===== config.mk =====
export PLATFORM = sky130hd
export DESIGN_NAME = rfi_reset_flags
export DESIGN_NICKNAME = d
export VERILOG_FILES = /design/src/rfi_pkg.sv /design/src/rfi_reset_flags.sv
export SDC_FILE = /design/constraint.sdc
export NUM_CORES = 1
export LEC_CHECK = 0
export ABC_AREA = 1
export ABC_CLOCK_PERIOD_IN_PS = 6020
export BUFFER_PORTS_ARGS = -buffer_cell sky130_fd_sc_hd__buf_2
export CAP_MARGIN = 20
export CORE_ASPECT_RATIO = 1.25
export CORE_MARGIN = 4
export CORE_UTILIZATION = 40
export CTS_BUF_LIST = sky130_fd_sc_hd__clkbuf_4 sky130_fd_sc_hd__clkbuf_8 sky130_fd_sc_hd__clkbuf_16
export CTS_CLUSTER_DIAMETER = 120
export DETAILED_ROUTE_END_ITERATION = 8
export PLACE_DENSITY = 0.69
export RECOVER_POWER = 25
export SYNTH_ARGS = -nofsm -noshare
export SYNTH_HDL_FRONTEND = slang
export SYNTH_SLANG_ARGS = --single-unit

===== constraint.sdc =====
create_clock -name SYS_CLK -period 6.02 [get_ports SYS_CLK]
set_clock_uncertainty 0.2 [all_clocks]
set_input_delay 0.602 -clock SYS_CLK [delete_from_list [all_inputs] [get_ports SYS_CLK]]
set_output_delay 0.602 -clock SYS_CLK [all_outputs]
set_load 0.05 [all_outputs]

===== src/rfi_pkg.sv =====
// Constants, register map and carrier types of the reset flag block.
// Assumes a single system clock and an AXI4-Lite master with 8-bit addresses.
package rfi_pkg;

    localparam int ADDR_W = 8;

    // Byte offsets
    localparam logic [7:0] OFS_FLAGS = 8'h00;
    localparam logic [7:0] OFS_IRQ_ST = 8'h04;
    localparam logic [7:0] OFS_IRQ_MASK = 8'h08;
    localparam logic [7:0] OFS_SEQ = 8'h0c;
    localparam logic [7:0] OFS_CFG_BASE = 8'h10;

    // Configuration register indexes, word i at OFS_CFG_BASE + 4*i
    localparam int CFG_THR = 0;
    localparam int CFG_WATCHDOG_CONTROL_REG = 1;
    localparam int CFG_PORT_DATA = 2;
    localparam int CFG_PORT_DIR = 3;
    localparam int CFG_NVD = 4;
    localparam int CFG_NVC = 5;
    localparam int CFG_WORK = 6;
    localparam int CFG_LKP_LO = 7;
    localparam int CFG_LKP_HB = 8;
    localparam int CFG_LKP_HI = 9;
    localparam int CFG_IRQC0 = 10;
    localparam int CFG_IRQC1 = 11;
    localparam int CFG_TMRC = 12;
    localparam int NCFG = 13;

    typedef logic [NCFG-1:0][7:0] rfi_cfg_regs_t;

    // Reset values, index 12 first
    localparam rfi_cfg_regs_t CFG_RST = {8'h00, 8'h00, 8'h00, 8'h00,
        8'h00, 8'h00, 8'h00, 8'h0f, 8'h00, 8'hff, 8'hff, 8'h53, 8'h55};
    // Implemented bits
    localparam rfi_cfg_regs_t CFG_MASK = {8'hff, 8'hff, 8'hff, 8'h07,
        8'hff, 8'hff, 8'hff, 8'h0f, 8'hff, 8'hff, 8'hff, 8'hff, 8'hff};
    // Kept across every watchdog reset
    localparam logic [NCFG-1:0] CFG_KEEP_WDT = 13'h03c0;
    // Cleared even by a halt-mode watchdog reset
    localparam logic [NCFG-1:0] CFG_CLR_HALT = 13'h0010;

    // Flag bits
    localparam int FLAG_TO = 0;
    localparam int FLAG_PD = 1;
    localparam int FLAG_LVR = 2;
    localparam int FLAG_THR = 3;
    localparam logic [3:0] FLAGS_RST = 4'h0;

    // Interrupt bits, one per reset source
    localparam int IRQ_W = 5;
    localparam logic [IRQ_W-1:0] IRQ_RST = 5'h00;

    // Defined supply threshold codes
    localparam logic [7:0] THR_CODE_A = 8'h55;
    localparam logic [7:0] THR_CODE_B = 8'h33;
    localparam logic [7:0] THR_CODE_C = 8'h99;
    localparam logic [7:0] THR_CODE_D = 8'haa;

    // Timing counts
    localparam logic [4:0] STAB_FAST_CYC = 5'h10;
    localparam logic [4:0] STAB_SLOW_CYC = 5'h02;
    localparam logic [1:0] DEB_SLOW_TICKS = 2'h2;

    localparam logic [1:0] RESP_OKAY = 2'b00;
    localparam logic [1:0] RESP_SLVERR = 2'b10;

    typedef enum logic [1:0] {ST_RUN, ST_APPLY, ST_STAB} rfi_st_t;
    typedef enum logic [2:0] {
        SRC_POR, SRC_LVR, SRC_WDT_RUN, SRC_WDT_HALT, SRC_THR
    } rfi_src_t;

    typedef struct packed {
        logic awvalid;
        logic [ADDR_W-1:0] awaddr;
        logic wvalid;
        logic [31:0] wdata;
        logic [3:0] wstrb;
        logic bready;
        logic arvalid;
        logic [ADDR_W-1:0] araddr;
        logic rready;
    } rfi_axi_req_t;

    typedef struct packed {
        logic awready;
        logic wready;
        logic bvalid;
        logic [1:0] bresp;
        logic arready;
        logic rvalid;
        logic [31:0] rdata;
        logic [1:0] rresp;
    } rfi_axi_rsp_t;

    typedef struct packed {
        rfi_st_t state;
        rfi_src_t src;
        logic [4:0] stab_cnt;
        logic deb_act;
        logic [1:0] deb_cnt;
        logic [3:0] flags;
        rfi_cfg_regs_t cfg;
        logic [IRQ_W-1:0] irq_st;
        logic [IRQ_W-1:0] irq_mask;
        logic irq;
        logic hold;
        logic pcsp_clr;
        logic wdt_clr;
        logic aw_got;
        logic w_got;
        logic [ADDR_W-1:0] awaddr;
        logic [7:0] wdata;
        logic wlane;
        rfi_axi_rsp_t rsp;
    } rfi_state_t;

endpackage : rfi_pkg


===== src/rfi_reset_flags.sv =====
// Reset source sequencer, reset flags and reset-value loading.
// Assumes all inputs synchronous to SYS_CLK and an AXI4-Lite master.
`timescale 1ns/1ns
`default_nettype none

// Function
// - Halt-mode watchdog reset clears PC, SP and nonvolatile data, sets timeout flag.
// - Halt-mode watchdog reset waits 16 fast or 2 slow clocks before resuming.
// - Power-on reset clears timeout and powerdown flags.
// - Low-voltage reset keeps both flags unchanged.
// - Running watchdog reset sets timeout flag, keeps powerdown flag.
// - Halt-mode watchdog reset sets both flags.
// - Power-on reset disables all interrupt sources.
// - Power-on reset clears the watchdog, which then counts at once.
// - Power-on reset switches the timer off.
// - Power-on reset makes all port pins inputs, data and direction all ones.
// - Power-on reset points the stack pointer at the stack top.
// - Full resets load threshold 0x55 and watchdog control 0x53; halt keeps.
// - Nonvolatile data clears on every reset; control loads 0xf on full ones.
// - Working and lookup registers load on power-on, low-voltage and threshold resets, kept on watchdog.
// - Running watchdog reset equals low-voltage reset, but sets timeout not LVR flag and keeps working and lookup registers.
// - Undefined threshold write resets after 2 slow ticks, sets its flag.
// - Power-on reset zeroes the program counter.
module rfi_reset_flags #(
    parameter logic [4:0] STAB_FAST = rfi_pkg::STAB_FAST_CYC,
    parameter logic [4:0] STAB_SLOW = rfi_pkg::STAB_SLOW_CYC,
    parameter logic [1:0] DEB_TICKS = rfi_pkg::DEB_SLOW_TICKS
) (
    input wire logic SYS_CLK,
    input wire logic SYS_RST,
    input wire logic CLK_EN,
    input wire logic LV_DETECT,
    input wire logic WDT_TIMEOUT,
    input wire logic CPU_HALTED,
    input wire logic SLOW_CLK_SEL,
    input wire logic SLOW_OSC_TICK,
    input wire rfi_pkg::rfi_axi_req_t AXI_REQ,
    output rfi_pkg::rfi_axi_rsp_t AXI_RSP,
    output rfi_pkg::rfi_cfg_regs_t CFG_REGS,
    output logic TIMEOUT_FLAG,
    output logic POWERDOWN_FLAG,
    output logic CORE_HOLD,
    output logic PC_SP_CLEAR,
    output logic WDT_CLEAR,
    output logic IRQ
);

    rfi_pkg::rfi_state_t s_q;
    rfi_pkg::rfi_state_t s_d;
    rfi_pkg::rfi_state_t s_rst;

    // Reset image: power-on source pending, applied on the first enabled edge
    always_comb begin
        s_rst = '0;
        s_rst.state = rfi_pkg::ST_APPLY;
        s_rst.src = rfi_pkg::SRC_POR;
        s_rst.hold = 1'b1;
        s_rst.flags = rfi_pkg::FLAGS_RST;
        s_rst.cfg = rfi_pkg::CFG_RST;
        s_rst.irq_st = rfi_pkg::IRQ_RST;
        s_rst.irq_mask = rfi_pkg::IRQ_RST;
        s_rst.rsp.awready = 1'b1;
        s_rst.rsp.wready = 1'b1;
        s_rst.rsp.arready = 1'b1;
    end

    function automatic logic thr_defined(input logic [7:0] v);
        thr_defined = (v == rfi_pkg::THR_CODE_A) || (v == rfi_pkg::THR_CODE_B)
            || (v == rfi_pkg::THR_CODE_C) || (v == rfi_pkg::THR_CODE_D);
    endfunction : thr_defined

    // Decodes a configuration word; returns index and hit
    function automatic logic cfg_hit(input logic [7:0] a, output int idx);
        logic [7:0] rel;
        rel = a - rfi_pkg::OFS_CFG_BASE;
        idx = int'(rel[7:2]);
        cfg_hit = (a >= rfi_pkg::OFS_CFG_BASE) && (a[1:0] == 2'b00)
            && (idx < rfi_pkg::NCFG);
    endfunction : cfg_hit

    // Read view of one address; ok is low for an unmapped one
    function automatic logic [31:0] read_word(input rfi_pkg::rfi_state_t s,
        input logic [7:0] a, output logic ok);
        int idx;
        logic [31:0] w;
        idx = 0;
        w = 32'h0000_0000;
        ok = 1'b1;
        if (cfg_hit(a, idx)) begin
            w = {24'h000000, s.cfg[idx]};
        end else begin
            unique case (a)
                rfi_pkg::OFS_FLAGS: begin
                    w = {28'h0000000, s.flags};
                end
                rfi_pkg::OFS_IRQ_ST: begin
                    w = {27'h0000000, s.irq_st};
                end
                rfi_pkg::OFS_IRQ_MASK: begin
                    w = {27'h0000000, s.irq_mask};
                end
                rfi_pkg::OFS_SEQ: begin
                    w = {26'h0000000, s.deb_act, s.state, s.src};
                end
                default: begin
                    ok = 1'b0;
                end
            endcase
        end
        read_word = w;
    endfunction : read_word

    // Register image after a reset of the given source
    function automatic rfi_pkg::rfi_cfg_regs_t cfg_after(
        input rfi_pkg::rfi_src_t src, input rfi_pkg::rfi_cfg_regs_t cur);
        rfi_pkg::rfi_cfg_regs_t c;
        c = cur;
        for (int i = 0; i < rfi_pkg::NCFG; i++) begin
            unique case (src)
                rfi_pkg::SRC_WDT_HALT: begin
                    if (rfi_pkg::CFG_CLR_HALT[i]) begin
                        c[i] = rfi_pkg::CFG_RST[i];
                    end
                end
                rfi_pkg::SRC_WDT_RUN: begin
                    if (!rfi_pkg::CFG_KEEP_WDT[i]) begin
                        c[i] = rfi_pkg::CFG_RST[i];
                    end
                end
                default: begin
                    c[i] = rfi_pkg::CFG_RST[i];
                end
            endcase
        end
        cfg_after = c;
    endfunction : cfg_after

    always_comb begin
        int widx;
        logic whit;
        logic thr_fire;
        logic full;
        logic [31:0] rd;
        logic rd_ok;
        widx = 0;
        whit = 1'b0;
        thr_fire = 1'b0;
        full = 1'b0;
        rd = 32'h0000_0000;
        rd_ok = 1'b0;
        s_d = s_q;
        s_d.pcsp_clr = 1'b0;
        s_d.wdt_clr = 1'b0;

        // Write address and data, taken in either order
        if (s_q.rsp.awready && AXI_REQ.awvalid) begin
            s_d.aw_got = 1'b1;
            s_d.awaddr = AXI_REQ.awaddr;
        end
        if (s_q.rsp.wready && AXI_REQ.wvalid) begin
            s_d.w_got = 1'b1;
            s_d.wdata = AXI_REQ.wdata[7:0];
            s_d.wlane = AXI_REQ.wstrb[0];
        end
        if (s_q.rsp.bvalid && AXI_REQ.bready) begin
            s_d.rsp.bvalid = 1'b0;
        end
        if (s_d.aw_got && s_d.w_got && !s_d.rsp.bvalid) begin
            s_d.aw_got = 1'b0;
            s_d.w_got = 1'b0;
            s_d.rsp.bvalid = 1'b1;
            s_d.rsp.bresp = rfi_pkg::RESP_OKAY;
            whit = cfg_hit(s_d.awaddr, widx);
            if (whit) begin
                if (s_d.wlane) begin
                    s_d.cfg[widx] = s_d.wdata & rfi_pkg::CFG_MASK[widx];
                    if (widx == rfi_pkg::CFG_THR && !thr_defined(s_d.wdata))
                    begin
                        s_d.deb_act = 1'b1;
                        s_d.deb_cnt = 2'h0;
                    end
                end
            end else if (s_d.awaddr == rfi_pkg::OFS_FLAGS) begin
                if (s_d.wlane) begin
                    s_d.flags = s_q.flags & ~s_d.wdata[3:0];
                end
            end else if (s_d.awaddr == rfi_pkg::OFS_IRQ_ST) begin
                if (s_d.wlane) begin
                    s_d.irq_st = s_q.irq_st & ~s_d.wdata[rfi_pkg::IRQ_W-1:0];
                end
            end else if (s_d.awaddr == rfi_pkg::OFS_IRQ_MASK) begin
                if (s_d.wlane) begin
                    s_d.irq_mask = s_d.wdata[rfi_pkg::IRQ_W-1:0];
                end
            end else if (s_d.awaddr != rfi_pkg::OFS_SEQ) begin
                s_d.rsp.bresp = rfi_pkg::RESP_SLVERR;
            end
        end
        s_d.rsp.awready = !s_d.aw_got && !s_d.rsp.bvalid;
        s_d.rsp.wready = !s_d.w_got && !s_d.rsp.bvalid;

        // Read channel
        if (s_q.rsp.rvalid && AXI_REQ.rready) begin
            s_d.rsp.rvalid = 1'b0;
        end
        if (s_q.rsp.arready && AXI_REQ.arvalid) begin
            rd = read_word(s_q, AXI_REQ.araddr, rd_ok);
            s_d.rsp.rvalid = 1'b1;
            s_d.rsp.rdata = rd;
            s_d.rsp.rresp = rd_ok ? rfi_pkg::RESP_OKAY : rfi_pkg::RESP_SLVERR;
        end
        s_d.rsp.arready = !s_d.rsp.rvalid;

        // Debounce of an undefined threshold code on slow oscillator ticks
        if (s_q.deb_act && SLOW_OSC_TICK) begin
            s_d.deb_cnt = s_q.deb_cnt + 2'h1;
            if (s_q.deb_cnt + 2'h1 >= DEB_TICKS) begin
                thr_fire = 1'b1;
            end
        end

        unique case (s_q.state)
            rfi_pkg::ST_RUN: begin
                // Sources sampled on the clock, recorded for the apply cycle
                if (LV_DETECT) begin
                    s_d.src = rfi_pkg::SRC_LVR;
                    s_d.state = rfi_pkg::ST_APPLY;
                    s_d.hold = 1'b1;
                end else if (WDT_TIMEOUT) begin
                    s_d.src = CPU_HALTED ? rfi_pkg::SRC_WDT_HALT
                        : rfi_pkg::SRC_WDT_RUN;
                    s_d.state = rfi_pkg::ST_APPLY;
                    s_d.hold = 1'b1;
                end else if (thr_fire) begin
                    s_d.src = rfi_pkg::SRC_THR;
                    s_d.state = rfi_pkg::ST_APPLY;
                    s_d.hold = 1'b1;
                end
            end
            rfi_pkg::ST_APPLY: begin
                full = (s_q.src != rfi_pkg::SRC_WDT_HALT);
                // All registers take their values in this one cycle
                s_d.cfg = cfg_after(s_q.src, s_d.cfg);
                // Flags per source; debounce cancelled except on a halt reset
                unique case (s_q.src)
                    rfi_pkg::SRC_POR: begin
                        s_d.flags = rfi_pkg::FLAGS_RST;
                        s_d.deb_act = 1'b0;
                    end
                    rfi_pkg::SRC_LVR: begin
                        s_d.flags[rfi_pkg::FLAG_LVR] = 1'b1;
                        s_d.deb_act = 1'b0;
                    end
                    rfi_pkg::SRC_WDT_RUN: begin
                        s_d.flags[rfi_pkg::FLAG_TO] = 1'b1;
                        s_d.deb_act = 1'b0;
                    end
                    rfi_pkg::SRC_WDT_HALT: begin
                        s_d.flags[rfi_pkg::FLAG_TO] = 1'b1;
                        s_d.flags[rfi_pkg::FLAG_PD] = 1'b1;
                    end
                    rfi_pkg::SRC_THR: begin
                        s_d.flags[rfi_pkg::FLAG_THR] = 1'b1;
                        s_d.deb_act = 1'b0;
                    end
                    default: begin
                        s_d.deb_act = 1'b0;
                    end
                endcase
                // Sticky event bits; set beats a same-cycle clear
                s_d.irq_st[s_q.src] = 1'b1;
                s_d.pcsp_clr = 1'b1;
                if (full) begin
                    s_d.wdt_clr = 1'b1;
                    s_d.hold = 1'b0;
                    s_d.state = rfi_pkg::ST_RUN;
                end else begin
                    s_d.stab_cnt = SLOW_CLK_SEL ? STAB_SLOW
                        : STAB_FAST;
                    s_d.state = rfi_pkg::ST_STAB;
                end
            end
            rfi_pkg::ST_STAB: begin
                // Clock stabilisation wait before resuming
                s_d.stab_cnt = s_q.stab_cnt - 5'h01;
                if (s_q.stab_cnt <= 5'h01) begin
                    s_d.hold = 1'b0;
                    s_d.state = rfi_pkg::ST_RUN;
                end
            end
            default: begin
                s_d.state = rfi_pkg::ST_RUN;
            end
        endcase

        s_d.irq = |(s_d.irq_st & s_d.irq_mask);
    end

    always_ff @(posedge SYS_CLK) begin
        if (SYS_RST) begin
            s_q <= s_rst;
        end else if (CLK_EN) begin
            s_q <= s_d;
        end
    end

    // Outputs straight from the state register
    assign AXI_RSP = s_q.rsp;
    assign CFG_REGS = s_q.cfg;
    assign TIMEOUT_FLAG = s_q.flags[rfi_pkg::FLAG_TO];
    assign POWERDOWN_FLAG = s_q.flags[rfi_pkg::FLAG_PD];
    assign CORE_HOLD = s_q.hold;
    assign PC_SP_CLEAR = s_q.pcsp_clr;
    assign WDT_CLEAR = s_q.wdt_clr;
    assign IRQ = s_q.irq;

endmodule : rfi_reset_flags

`default_nettype wire


# Yosys cells after proc, flatten, opt, wreduce, memory -nomap -nowiden

Memories as Yosys holds them, arrays and structs flattened.
Index checks and enable logic that the tools add are counted.

Register bits: 195
ROM bits: 128
Input port bits: 65
Output and inout bits: 151
Logic and storage cells: 220
Memories: 1

Memory list:

| memory          | words | bits a word | rd ports | clocked after Yosys merged registers in | wr ports | line                   | source |
|---|---|---|---|---|---|---|---|
| (no name shown) | 16    | 8           | 1        | 0                                       | 0        | rfi_reset_flags.sv:176 | `s_d.cfg[widx] = s_d.wdata & rfi_pkg::CFG_MASK[widx];` |

$add $sub $neg: 4
$lt $le $gt $ge: 11
Equality and inequality tests: 21
Multiplexer cells: 84
Bitwise gates (word level): 7
Reduce and logical (&&, ||, !) cells: 54

Operator list:

| cell                                                                                | number |
|---|---|
| 104-bit 2-to-1 mux                                                                  | 2 |
| 8-bit 2-to-1 mux                                                                    | 17 |
| 121-bit 2-to-1 mux                                                                  | 1 |
| 113-bit 2-to-1 mux                                                                  | 1 |
| 104-bit bitwise mux                                                                 | 1 |
| 5-bit 2-to-1 mux                                                                    | 10 |
| 35-bit 2-to-1 mux                                                                   | 1 |
| 8-bit binary-select mux with 4-bit select                                           | 1 |
| 8-bit demux with 4-bit select                                                       | 1 |
| 8-bit by 4-bit equality test with 1-bit output, second input constant               | 3 |
| 6-bit case mux with 4 select lines                                                  | 1 |
| 2-bit 2-to-1 mux                                                                    | 11 |
| 10-bit 2-to-1 mux                                                                   | 2 |
| 1-bit 2-to-1 mux                                                                    | 19 |
| 1-bit logical AND                                                                   | 17 |
| 8-bit by 3-bit equality test with 1-bit output, second input constant               | 2 |
| 8-bit equality test, second input constant                                          | 2 |
| 8-bit by 5-bit greater-or-equal comparator with 1-bit output, second input constant | 2 |
| 8-bit zero test                                                                     | 2 |
| 2-bit nonzero test                                                                  | 8 |
| 8-bit by 5-bit subtractor with 8-bit output, second input constant                  | 2 |
| 6-bit by 4-bit less-than comparator with 1-bit output, second input constant        | 2 |
| 6-bit by 5-bit less-than comparator with 1-bit output, second input constant        | 2 |
| 3-bit 2-to-1 mux                                                                    | 4 |
| other kinds (44)                                                                    | 67 |

# Depth between registers and ports, before layout

Gate-level depths: netlist of run 1.

Depth after elaboration: 16
Depth in mapped cells: 18
Depth with buffers taken out: 16

# Worst setup path before layout of run 1

Ideal clock, no wire load.

Path kind: input-to-reg
Start point: in AXI_REQ[56] (netlist name)
End point: reg s_q (netlist bit CFG_REGS[47])
Setup time: 0.132 ns
Data arrival time: 2.591 ns
Data required time: 5.688 ns
Path slack: 3.097 ns
Cell stages on the path: 17
Path buffers: 4
Path through: buf_6 nand2_4 buf_6 nand2_1 o21ai_4 ha_1 inv_1 xor2_1 nand2_1 nor2_1 nand3_2 nor2_8 buf_6 buf_4 nand4_1 nand3_1 a21oi_1

Cells in the longest elaborated chain, start to end: 13
Elaborated cells between the ends (all ways): 25
Those cells by class: add/sub (1); order compare (4); mux (11); bitwise (1); reduce/logical (7); memory (1)

RTL lines:

| element                                                                                                                                                     | line                   | source |
|---|---|---|
| start: declaration                                                                                                                                          | rfi_reset_flags.sv:37  | `input wire rfi_pkg::rfi_axi_req_t AXI_REQ,` |
| 1-bit logical AND (*)                                                                                                                                       | rfi_reset_flags.sv:156 | `if (s_q.rsp.awready && AXI_REQ.awvalid) begin` |
| 8-bit 2-to-1 mux                                                                                                                                            | rfi_reset_flags.sv:156 |  |
| 8-bit by 5-bit subtractor with 8-bit output                                                                                                                 | rfi_reset_flags.sv:75  | `rel = a - rfi_pkg::OFS_CFG_BASE;` |
| 6-bit by 1-bit greater-or-equal comparator with 1-bit output (implied by the code) or 6-bit by 5-bit less-than comparator with 1-bit output (tied branches) | rfi_reset_flags.sv:176 |  |
| 1-bit logical AND (implied by the code)                                                                                                                     | rfi_reset_flags.sv:176 |  |
| 8-bit 2-to-1 mux (implied by the code)                                                                                                                      | rfi_reset_flags.sv:176 |  |
| 8-bit demux with 4-bit select                                                                                                                               | rfi_reset_flags.sv:176 |  |
| 104-bit bitwise mux                                                                                                                                         | rfi_reset_flags.sv:176 |  |
| 104-bit 2-to-1 mux                                                                                                                                          | rfi_reset_flags.sv:175 | `if (s_d.wlane) begin` |
| 104-bit 2-to-1 mux                                                                                                                                          | rfi_reset_flags.sv:174 | `if (whit) begin` |
| 121-bit 2-to-1 mux (*)                                                                                                                                      | rfi_reset_flags.sv:168 | `if (s_d.aw_got && s_d.w_got && !s_d.rsp.bvalid) begin` |
| 8-bit 2-to-1 mux                                                                                                                                            | --                     |  |
| 113-bit 2-to-1 mux (*)                                                                                                                                      | rfi_reset_flags.sv:222 | `unique case (s_q.state)` |
| end signal: assignment                                                                                                                                      | rfi_reset_flags.sv:301 | `s_q <= s_rst;` |
| end: declaration                                                                                                                                            | rfi_reset_flags.sv:48  | `rfi_pkg::rfi_state_t s_q;` |

Every way passes the cells marked *; elsewhere a longest branch is shown, timed or not. The select of a mux whose other input is x is not followed.
A chain may end at the register's enable or synchronous reset.

# Worst setup path after layout of run 1

Start point: reg s_q (netlist bit AXI_RSP[39])
End point: reg s_q (netlist bit CFG_REGS[103])

Cells in the longest elaborated chain, start to end: 9
Elaborated cells between the ends (all ways): 12
Those cells by class: mux (8); bitwise (1); reduce/logical (3)

RTL lines:

| element                | line                   | source |
|---|---|---|
| 1-bit logical AND (*)  | rfi_reset_flags.sv:160 | `if (s_q.rsp.wready && AXI_REQ.wvalid) begin` |
| 9-bit 2-to-1 mux       | rfi_reset_flags.sv:160 |  |
| 8-bit bitwise AND      | rfi_reset_flags.sv:176 |  |
| 104-bit bitwise mux    | rfi_reset_flags.sv:176 |  |
| 104-bit 2-to-1 mux     | rfi_reset_flags.sv:175 |  |
| 104-bit 2-to-1 mux     | rfi_reset_flags.sv:174 |  |
| 121-bit 2-to-1 mux (*) | rfi_reset_flags.sv:168 |  |
| 8-bit 2-to-1 mux       | --                     |  |
| 113-bit 2-to-1 mux (*) | rfi_reset_flags.sv:222 |  |

Marks and branches as above.

==> Flow_metrics.wiki, run 1 <==
{| class="wikitable"
! Metric !! Value
|-
| Final routed DRC violation total || 0
|-
| Warning count from the yosys run || 0
|-
| Chip Width || roughly 160 µm
|-
| Post-route setup TNS || 0 ps
|-
| Layout Utilization || 42.36%
|-
| Number of buffers added on ports || 162
|-
| Overall track demand over capacity in global routing || 24.06%
|-
| Worst min-delay path class || input port to flop
|-
| Worst Path Max Fanout || 47
|-
| Global-route wire length before repair || 58640 µm
|-
| Required time at the worst-slack endpoint || 6200 ps
|-
| Number of synthesized register bits || 169
|-
| Worst hold slack across all endpoints || roughly 240 ps
|-
| Latest clock arrival within the worst-skew pair || 460 ps
|-
| Root cell of the clock tree || clkbuf_16
|-
| Final-stage net count || 1773
|-
| Standard-cell rows || 68
|-
| Num Clock Sinks || around 170
|-
| GRT overflow || 0
|-
| Quantity of hold-fixing buffers added after cts || 0
|-
| Average wire length per cell after detail routing || 18.48 µm
|-
| Cell accounting for the most synthesized area || dfxtp_1
|-
| Final period demand of the worst path || around 4000 ps
|-
| DIE AREA || between 30000 and 40000 µm²
|-
| Share of synthesized flip-flops with an asynchronous set or reset || 0%
|-
| Number of cells in the design after placement || 2025
|-
| Slowest stage cell, crit path || nor2_8
|-
| Final-report setup violation count || 0
|-
| Top cells by area, synth || dfxtp_1, nand2_1, buf_4
|-
| Transition time of the tightest slew-check pin || about 1000 ps
|-
| Power per cell area || 257.5 nW/µm²
|-
| Endpoints failing hold || 0
|-
| Endpoint class of the critical path || flop
|-
| Maximum number of pins on one net before global-route repair || 106
|-
| Layout cell share with drive strength beyond 1 || 11.07%
|-
| Clock buffer count from CTS || 17
|-
| Top-area cell type share of the netlist area || 30.14%
|-
| Ports placed on the boundary || about 220
|-
| Number of nets still failing antenna checks after routing || 0
|-
| Number of cells upsized or downsized after cts || 0
|-
| GP Congestion || 0.9194
|-
| Layout-stage area growth over the synthesis result || 4.370%
|-
| Number of enable-type register cells in the synthesized netlist || 0
|-
| Final cycle utilization of the critical path || 67.23%
|-
| Post-Synthesis Cells || around 1700
|-
| Filler Cells Inserted || 2934
|-
| Vias after detailed routing || 11510
|-
| Deepest level of the CTS H-tree || 4
|-
| Die Height || between 150 and 200 µm
|-
| Unrepaired setup endpoints after global routing || no
|-
| Leak pwr || between 0.005 and 0.006 µW
|-
| Final HPWL from detailed placement || 26500 µm
|-
| Setup crit start kind || flop
|-
| CTS tree || yes
|-
| Starting density of the core || 40.59%
|-
| Critical Path, Cell by Cell || nand2_1 > inv_1 > o22ai_1 > inv_1 > nand2_1 > inv_1 > nand3_2 > nor2_8 > buf_4 > nand2_2 > nand2_1 > nand3_1 > a21oi_1
|-
| Status || complete, no violations
|-
| Max clock buf depth || 2
|-
| Number of antenna violations at the first check in global routing || 1
|-
| Peak clock frequency supported by timing || approximately 0.25 GHz
|-
| Detailed Route WL || 38050 µm
|-
| Post-CTS Repair Setup Buffers || 0
|-
| Worst max-slew margin expressed relative to the limit || 30.99%
|-
| Largest stage delay on the critical path || 620 ps
|-
| Length of the first detailed-routing pass in iterations || 8
|-
| Commonest register cell after synthesis || dfxtp_1
|-
| Pins Over Slew Limit || 0
|-
| Critical path class || flop to flop
|-
| Seq/Total Area, Yosys || about 30%
|-
| Final cell count without fillers || 2059
|-
| Floorplan core area || 27650 µm²
|-
| Worst path setup slack after routing || 1973 ps
|-
| Ratio of routed vias to standard cells || 5.592
|-
| Pre-CTS setup slack || 1796 ps
|-
| Count of cell types in the netlist || 52
|-
| Clock-pin slew on the worst setup and hold paths || 80 ps
|-
| Maximum ir drop on the vdd rail || ~0.17 mV
|-
| Number of global-route vias before repair || 10670
|-
| Average cell area after synthesis || 6.552 µm²
|-
| Netlist area before placement || 11220 µm²
|-
| Violation count after the first detailed-routing iteration || roughly 1400
|-
| # Max-Cap Violations || 0
|-
| Worst Path Arrival || between 4000 and 5000 ps
|}
cell usage in the layout (no fill, tap or decap), types with 4 or more instances in the layout:
cell         n
a211oi_1     8
inv_1      179
nor3_1      16
o2111ai_1    8
buf_4       19
clkbuf_16   17
nand3_1    149
o21ai_0     80
o211ai_1     8
buf_2       95
o22ai_1     12
nand3_4      6
a22oi_1     10
o21ai_1     20
nand2_2      7
dfxtp_1    169
o311ai_0     4
nor2_1      59
nand4_1     92
a21oi_1    146
clkinv_1     4
clkbuf_1    66
a31oi_1      7
conb_1      26
inv_6        4
nor2_2       8
ha_1        13
nand3_2      5
nand2_1    423
layout make-up:
| type | count | area (µm²) | share of cell area [%] |
|---|---|---|---|
| clock buffer | 17 | 425.4 | 3.632 |
| tap | 350 | 437.9 | 3.739 |
| sequential | 169 | 3383 | 28.88 |
| inverter | 186 | 704.4 | 6.014 |
| antenna | 1 | 2.502 | 0.02136 |
| multi-input combinational | 1140 | 5680 | 48.49 |
| clock inverter | 15 | 186.4 | 1.592 |
| timing repair buffer | 181 | 893.4 | 7.627 |
logic make-up (layout without fill, tap and decap cells):
| family | Yosys count | after routing | share of synthesized area [%] |
|---|---|---|---|
| AND/OR/NAND/NOR | 774 | 774 | 31.63 |
| buffers and inverters | 429 | 399 | 20.23 |
| AO/OA/AOI/OAI | 321 | 321 | 16.02 |
| flip-flops | 169 | 169 | 30.14 |
| adder cells (fa/ha/maj) | 13 | 13 | 1.449 |
| XOR/XNOR | 4 | 4 | 0.3122 |
| multiplexers | 2 | 2 | 0.1784 |
| other | 1 | 27 | 0.03341 |
final timing paths:
path / startpoint / slack, ps / end / cells past startpoint
setup reg to reg: AXI_RSP[39] / 1970 / CFG_REGS[103] / 13
setup / recovery: AXI_RSP[39] / 1970 / CFG_REGS[103] / 13
hold / removal: AXI_REQ[20] / 240 / s_q[47] / 3
hold reg to reg: s_q[43] / 250 / s_q[43] / 2
power breakdown:
part	total [µW]	switching [µW]	internal (µW)
Clock	1170	545	629
Sequential	1200	38.0	1160
Combinational	645	512	134
state kept, by name, summed over array words and instances, names as in the netlist:
register	flops
WDT_CLEAR	1
s_q	44
IRQ	1
CORE_HOLD	1
CFG_REGS	104
POWERDOWN_FLAG	1
PC_SP_CLEAR	1
TIMEOUT_FLAG	1
AXI_RSP	15
cell usage after synthesis (2+ instances only):
| cell type | instances |
|---|---|
| nor2_1 | 60 |
| a211oi_1 | 8 |
| o211ai_1 | 8 |
| clkinv_1 | 4 |
| a31oi_1 | 7 |
| ha_1 | 13 |
| a221o_1 | 2 |
| o311ai_0 | 4 |
| nand3_4 | 6 |
| dfxtp_1 | 169 |
| nand2_4 | 2 |
| nand2_2 | 7 |
| a221oi_1 | 2 |
| o21ai_1 | 20 |
| clkbuf_1 | 64 |
| o22ai_1 | 12 |
| buf_2 | 10 |
| o31ai_1 | 3 |
| buf_4 | 153 |
| nand3_1 | 149 |
| nor2_2 | 7 |
| nand4_1 | 92 |
| xor2_1 | 3 |
| nand2_1 | 423 |
| nand3_2 | 5 |
| a22oi_1 | 10 |
| o221ai_1 | 2 |
| o21ai_0 | 82 |
| nor3_1 | 16 |
| buf_1 | 8 |
| a21oi_1 | 148 |
| mux2i_1 | 2 |
| inv_1 | 179 |
| o2111ai_1 | 8 |
| buf_6 | 7 |
| inv_2 | 2 |
through the flow:
step / power, µW / cell area, µm²
floorplan: 1713 / 11320
global placement: 1845 / 11160
detailed placement: 1854 / 11160
CTS: 3014 / 11770
global route: 3121 / 11710
finish: 3016 / 11710
worst max-delay path, delay by kind of cell, from the launching register on:
kind | cells | cell delay [ps]
AND/OR/NAND/NOR | 7 | 1890
AO/OA/AOI/OAI | 2 | 270
buffers and inverters | 4 | 1210
flip-flops | 1 | 370
per-layer routing:
layer | GRT usage, % | part of all wire, % | up-vias
li1 | - | - | 5497
met1 | 28.97 | 37 | 5253
met2 | 39.19 | 48 | 640
met3 | 4.833 | 8.8 | 123
met4 | 14.41 | 6.2 | 0
met5 | 0 | 0 | -
Power figures use the tool's default switching activity.
==> run 2, diff against run 1 <==
--- a/config.mk
+++ b/config.mk
@@ -6,7 +6,7 @@
 export NUM_CORES = 1
 export LEC_CHECK = 0
 export ABC_AREA = 1
-export ABC_CLOCK_PERIOD_IN_PS = 6020
+export ABC_CLOCK_PERIOD_IN_PS = 4200
 export BUFFER_PORTS_ARGS = -buffer_cell sky130_fd_sc_hd__buf_2
 export CAP_MARGIN = 20
 export CORE_ASPECT_RATIO = 1.25
==> constraint.sdc (replaced) <==
create_clock -name SYS_CLK -period 4.2 [get_ports SYS_CLK]
set_clock_uncertainty 0.2 [all_clocks]
set_input_delay 0.42 -clock SYS_CLK [delete_from_list [all_inputs] [get_ports SYS_CLK]]
set_output_delay 0.42 -clock SYS_CLK [all_outputs]
set_load 0.05 [all_outputs]
==> run 2 against run 1 <==
  * The run now ends with max-capacitance violations, max-slew violations left
  * Sequential share of layout area about the same
  * Utilization about the same
  * Register-to-register slack got worse by 1400 ps
  * Wire length decreased by 0.57%
  * Cell area about the same
  * Clock-buffer cell count increased by 1
  * Clock power increased by 27%
  * Critical endpoint is now s_q[52]
==> Flow_metrics.wiki, run 2 (synthesized netlist as in run 1, its figures left out) <==
{| class="wikitable"
! Metric !! Value
|-
| Status || finished with violations
|-
| Violations in the final reports || max-capacitance violations, max-slew violations
|-
| Clock-pin slew on the worst setup and hold paths || 60 ps
|-
| Violation count after the first detailed-routing iteration || 1286
|-
| Floorplan core area || 27650 µm²
|-
| Clock buffer count from CTS || 17
|-
| Chip Width || 157.8 µm
|-
| Transition time of the tightest slew-check pin || 2375 ps
|-
| Ratio of routed vias to standard cells || 5.543
|-
| # Max-Cap Violations || 1
|-
| Largest register FFs || 104
|-
| Internal power summed over all cells || 2638 µW
|-
| Root cell of the clock tree || clkbuf_16
|-
| Detailed Route WL || approximately 38000 µm
|-
| Critical Path, Cell by Cell || buf_2 > clkbuf_1 > nand2_1 > o21ai_0 > a21oi_1
|-
| Number of buffers added on ports || 162
|-
| Endpoints failing hold || 0
|-
| Pre-CTS setup slack || 751.0 ps
|-
| Layout-stage area growth over the synthesis result || 4.459%
|-
| Final period demand of the worst path || about 3600 ps
|-
| Maximum ir drop on the vdd rail || 0.2216 mV
|-
| Unrepaired setup endpoints after global routing || no
|-
| Post-CTS Repair Setup Buffers || 0
|-
| Worst Path Max Fanout || 53
|-
| Average wire length per cell after detail routing || 18.29 µm
|-
| Final-stage net count || 1785
|-
| Peak clock frequency supported by timing || between 0.2 and 0.3 GHz
|-
| DIE AREA || 30820 µm²
|-
| Slowest stage cell, crit path || clkbuf_1
|-
| Worst min-delay path class || input port to flop
|-
| Final HPWL from detailed placement || 27030 µm
|-
| Latest clock arrival within the worst-skew pair || 450 ps
|-
| Endpoint class of the critical path || flop
|-
| Deepest level of the CTS H-tree || 4
|-
| Number of cells upsized or downsized after cts || 0
|-
| Layout cell share with drive strength beyond 1 || about 12%
|-
| GRT overflow || 0
|-
| Critical path class || input port to flop
|-
| Share of power burned in the clock network || 36.0%
|-
| Part of the total power dissipated in combinational logic || 22.6%
|-
| Standard-cell rows || 68
|-
| Global-route wire length before repair || 58470 µm
|-
| Final-report setup violation count || 0
|-
| Number of global-route vias before repair || 10610
|-
| Max clock buf depth || 2
|-
| Leak pwr || 0.005050 µW
|-
| Pins Over Slew Limit || 54
|-
| Largest stage delay on the critical path || approximately 1700 ps
|-
| Required time at the worst-slack endpoint || 4300 ps
|-
| Most used cells in the layout excluding fill and tap cells || nand2_1, inv_1, dfxtp_1, nand3_1, a21oi_1
|-
| Setup crit start kind || input port
|-
| Worst path setup slack after routing || 616.2 ps
|-
| Number of cells in the design after placement || between 2000 and 2500
|-
| Overall track demand over capacity in global routing || 23.87%
|-
| GP Congestion || just over 0.9
|-
| Final cell count without fillers || 2068
|-
| Final routed DRC violation total || 0
|-
| Final cycle utilization of the critical path || 85.33%
|-
| Psw || 1504 µW
|-
| Worst Path Arrival || 3690 ps
|-
| Post-route cell area || 11720 µm²
|-
| Sequential cell fraction of total power || 41.4%
|-
| CTS tree || yes
|-
| Quantity of hold-fixing buffers added after cts || 0
|-
| Cell area reported after detailed placement || between 10000 and 15000 µm²
|-
| Ports placed on the boundary || 216
|-
| Starting density of the core || 40.59%
|-
| Maximum number of pins on one net before global-route repair || 94
|-
| Number of antenna violations at the first check in global routing || 0
|-
| Length of the first detailed-routing pass in iterations || 7
|-
| Post-route setup TNS || 0 ps
|-
| Antenna cell count || 0
|-
| Most common cell after layout, fill and taps aside || nand2_1
|-
| Power per cell area || approximately 350 nW/µm²
|-
| Num Clock Sinks || 169
|-
| Die Height || approximately 200 µm
|-
| Layout Utilization || 42.40%
|-
| Net switching share of the total power || 36.30%
|-
| Number of nets still failing antenna checks after routing || 0
|-
| Worst max-slew margin expressed relative to the limit || -58.30%
|-
| Vias after detailed routing || 11460
|}
==> run 2: final timing paths <==
| kind | start | endpoint | slack (ps) | cells past startpoint |
|---|---|---|---|---|
| max reg2reg | AXI_RSP[40] | CFG_REGS[39] | 620 | 16 |
| min reg2reg | s_q[41] | s_q[41] | 250 | 2 |
| min | AXI_REQ[48] | s_q[50] | 70 | 3 |
| max | CLK_EN | s_q[52] | 620 | 5 |
==> run 2: worst max-delay path, delay by kind of cell <==
| family | cells | cell delay (ps) |
|---|---|---|
| buffers and inverters | 2 | 1930 |
| AND/OR/NAND/NOR | 1 | 850 |
| AO/OA/AOI/OAI | 2 | 470 |
==> run 2: through the flow <==
stage | hold WS (ps) | total power, µW
floorplan | 229.7 | 2456
global placement | 239.0 | 2660
detailed placement | 245.7 | 2670
CTS | 54.65 | 4148
global route | 78.67 | 4300
finish | 69.41 | 4142
==> run 2: final cells by class <==
class                   count  area [µm²]
fillers                  2926       15930
inverters                 186       704.4
multi-input cells        1140        5683
clock buffers              18       439.2
repair buffers            193       980.9
well taps                 350       437.9
clock inverters            12       95.09
flip-flops and latches    169        3383
==> run 2: metal layers <==
layer | GRT usage [%] | up-vias | routed length, µm
li1 | - | 5522 | -
met2 | 39.41 | 591 | 17700
met1 | 28.91 | 5225 | 14500
met3 | 4.212 | 124 | 3228
met5 | 0 | - | 0
met4 | 13.64 | 0 | 2408
==> run 2: power by group through the flow <==
| stage | Combinational, µW | Sequential (µW) | Clock, µW |
|---|---|---|---|
| 2_1_floorplan | 710 | 1750 | 0 |
| 3_3_place_gp | 911 | 1750 | 0 |
| 3_5_place_dp | 920 | 1750 | 0 |
| 4_1_cts | 923 | 1710 | 1510 |
| 5_1_grt | 1000 | 1720 | 1580 |
| 6_report | 934 | 1720 | 1490 |
==> run 3, diff against run 2 <==
--- a/config.mk
+++ b/config.mk
@@ -8,14 +8,15 @@
 export ABC_AREA = 1
 export ABC_CLOCK_PERIOD_IN_PS = 4200
 export BUFFER_PORTS_ARGS = -buffer_cell sky130_fd_sc_hd__buf_2
-export CAP_MARGIN = 20
+export CAP_MARGIN = 40
 export CORE_ASPECT_RATIO = 1.25
 export CORE_MARGIN = 4
 export CORE_UTILIZATION = 40
 export CTS_BUF_LIST = sky130_fd_sc_hd__clkbuf_4 sky130_fd_sc_hd__clkbuf_8 sky130_fd_sc_hd__clkbuf_16
 export CTS_CLUSTER_DIAMETER = 120
 export DETAILED_ROUTE_END_ITERATION = 8
-export PLACE_DENSITY = 0.69
+export MAX_ROUTING_LAYER = met4
+export PLACE_DENSITY = 0.63
 export RECOVER_POWER = 25
 export SYNTH_ARGS = -nofsm -noshare
 export SYNTH_HDL_FRONTEND = slang
==> run 3 against run 2 <==
  * Non-clock buffer count unchanged
  * First-iteration DRC count fell by 13%
  * Largest power group unchanged
  * Clock-buffer cell count grew 2
  * Global-route usage increased by 0.98 points
  * Cell count is the same
  * Worst hold slack improved by 7.3 ps
  * Total power grew 2.9%
  * The run still ends with max-capacitance violations, max-slew violations left
  * Combinational power hardly changed
  * Cell area up 0.65%
  * Sequential power about the same
==> Flow_metrics.wiki, run 3 (synthesized netlist as in run 1, its figures left out) <==
{| class="wikitable"
! Metric !! Value
|-
| Final-stage net count || 1785
|-
| Post-route setup TNS || 0 ps
|-
| Final HPWL from detailed placement || 27220 µm
|-
| Transition time of the tightest slew-check pin || around 1800 ps
|-
| Number of cells upsized or downsized after cts || 0
|-
| Endpoints failing hold || 0
|-
| Critical Path, Cell by Cell || clkbuf_1 > clkinvlp_2 > nor2_2 > buf_4 > nand3_1 > a21oi_1
|-
| Status || finished with violations
|-
| Ratio of routed vias to standard cells || between 5 and 6
|-
| Starting density of the core || 40.59%
|-
| Worst max-slew margin expressed relative to the limit || -22.15%
|-
| Max clock buf depth || 2
|-
| Vias after detailed routing || 11360
|-
| Floorplan core area || 27650 µm²
|-
| Chip Width || 157.8 µm
|-
| Ports placed on the boundary || around 220
|-
| Post-CTS Repair Setup Buffers || 0
|-
| Final cycle utilization of the critical path || about 83%
|-
| Number of cells in the design after placement || ~2000
|-
| Violation count after the first detailed-routing iteration || 1120
|-
| Overall track demand over capacity in global routing || 24.85%
|-
| # Max-Cap Violations || 1
|-
| Final routed DRC violation total || 0
|-
| GP Congestion || 0.9123
|-
| Setup crit start kind || input port
|-
| Worst min-delay path class || input port to flop
|-
| Global-route wire length before repair || 58880 µm
|-
| Worst Path Arrival || 3650 ps
|-
| Standard-cell rows || 68
|-
| Antenna cell count || 0
|-
| Maximum number of pins on one net before global-route repair || 79
|-
| Violations in the final reports || max-capacitance violations, max-slew violations
|-
| Number of nets still failing antenna checks after routing || 0
|-
| Root cell of the clock tree || clkbuf_16
|-
| Number of global-route vias before repair || 10530
|-
| Deepest level of the CTS H-tree || 4
|-
| Detailed Route WL || 38400 µm
|-
| Num Clock Sinks || 169
|-
| Required time at the worst-slack endpoint || 4380 ps
|-
| Number of buffers added on ports || 162
|-
| Final-report setup violation count || 0
|-
| Hold path depth || 3
|-
| Average wire length per cell after detail routing || 18.57 µm
|-
| Pins Over Slew Limit || 43
|-
| Clock buffer count from CTS || 17
|-
| Endpoint class of the critical path || flop
|-
| Final period demand of the worst path || 3474 ps
|-
| Largest stage delay on the critical path || 1530 ps
|-
| Layout cell share with drive strength beyond 1 || 11.35%
|-
| Critical path class || input port to flop
|-
| Filler Cells Inserted || 2906
|-
| Most common cell after layout, fill and taps aside || nand2_1
|-
| Number of antenna violations at the first check in global routing || 0
|-
| DIE AREA || 30820 µm²
|-
| Leak pwr || 0.005076 µW
|-
| Clock-pin slew on the worst setup and hold paths || around 70 ps
|-
| Latest clock arrival within the worst-skew pair || approximately 440 ps
|-
| Maximum ir drop on the vdd rail || 0.2807 mV
|-
| FF-to-FF path depth || 16
|-
| Slowest stage cell, crit path || clkinvlp_2
|-
| Final cell count without fillers || between 2000 and 2500
|-
| Worst Path Max Fanout || 42
|-
| Unrepaired setup endpoints after global routing || no
|-
| Layout-stage area growth over the synthesis result || 5.140%
|-
| Quantity of hold-fixing buffers added after cts || 0
|-
| Largest register FFs || 104
|-
| Most used cells in the layout excluding fill and tap cells || nand2_1, inv_1, dfxtp_1, nand3_1, a21oi_1
|-
| Die Height || about 200 µm
|-
| Peak clock frequency supported by timing || 0.2879 GHz
|-
| CTS tree || yes
|-
| Length of the first detailed-routing pass in iterations || 8
|-
| GRT overflow || 0
|-
| Power per cell area || 361.2 nW/µm²
|}
-- run 3: area by class of cell --
class / instances / area, µm² / area share, %
Multi-Input combinational cell: 1140 / 5679 / 48.13
Clock buffer: 20 / 460.4 / 3.902
Tap cell: 350 / 437.9 / 3.711
Timing Repair Buffer: 193 / 1016 / 8.610
Sequential cell: 169 / 3383 / 28.67
Clock inverter: 10 / 118.9 / 1.007
Inverter: 186 / 704.4 / 5.970
-- run 3: stage by stage --
step | utilization [%] | area (µm²) | worst slack, ps | hold WS (ps) | total power, µW
final | 42.67 | 11800 | 726.2 | 76.69 | 4262
after global routing | 42.67 | 11800 | 378.2 | 99.69 | 4421
after CTS | 42.99 | 11890 | 774.3 | 63.19 | 4269
after detailed placement | 40.90 | 11310 | 765.5 | 243.3 | 2676
after global placement | 40.80 | 11280 | 798.8 | 237.2 | 2664
after floorplan | - | 11320 | 1459 | 229.7 | 2456
-- run 3: routing by layer --
metal | vias to the layer above | GRT usage, % | part of all wire [%] | wire [µm]
li1 | 5514 | - | - | -
met1 | 5248 | 30.31 | 39 | 15130
met2 | 492 | 39.71 | 48 | 18360
met3 | 102 | 3.458 | 7.5 | 2883
met4 | 0 | 12.88 | 5.3 | 2034
met5 | - | - | 0 | 0
-- run 3: report_power, final --
| part | internal, µW | switching, µW | total [µW] |
|---|---|---|---|
| Clock | 910 | 698 | 1610 |
| Combinational | 204 | 733 | 937 |
| Sequential | 1660 | 55.2 | 1720 |
-- run 3: worst paths after layout --
kind	startpoint	endpoint	slack (ps)
hold / removal	AXI_REQ[48]	s_q[50]	80
setup / recovery	CLK_EN	CFG_REGS[86]	730
hold reg to reg	s_q[43]	s_q[43]	250
setup reg to reg	AXI_RSP[40]	CFG_REGS[24]	730
-- run 3: worst max-delay path: cells and delay by family --
family / cells / cell delay [ps]
AOI/OAI and AO/OA: 1 / 140
buffers and inverters: 3 / 2350
and+or+nand+nor: 2 / 660
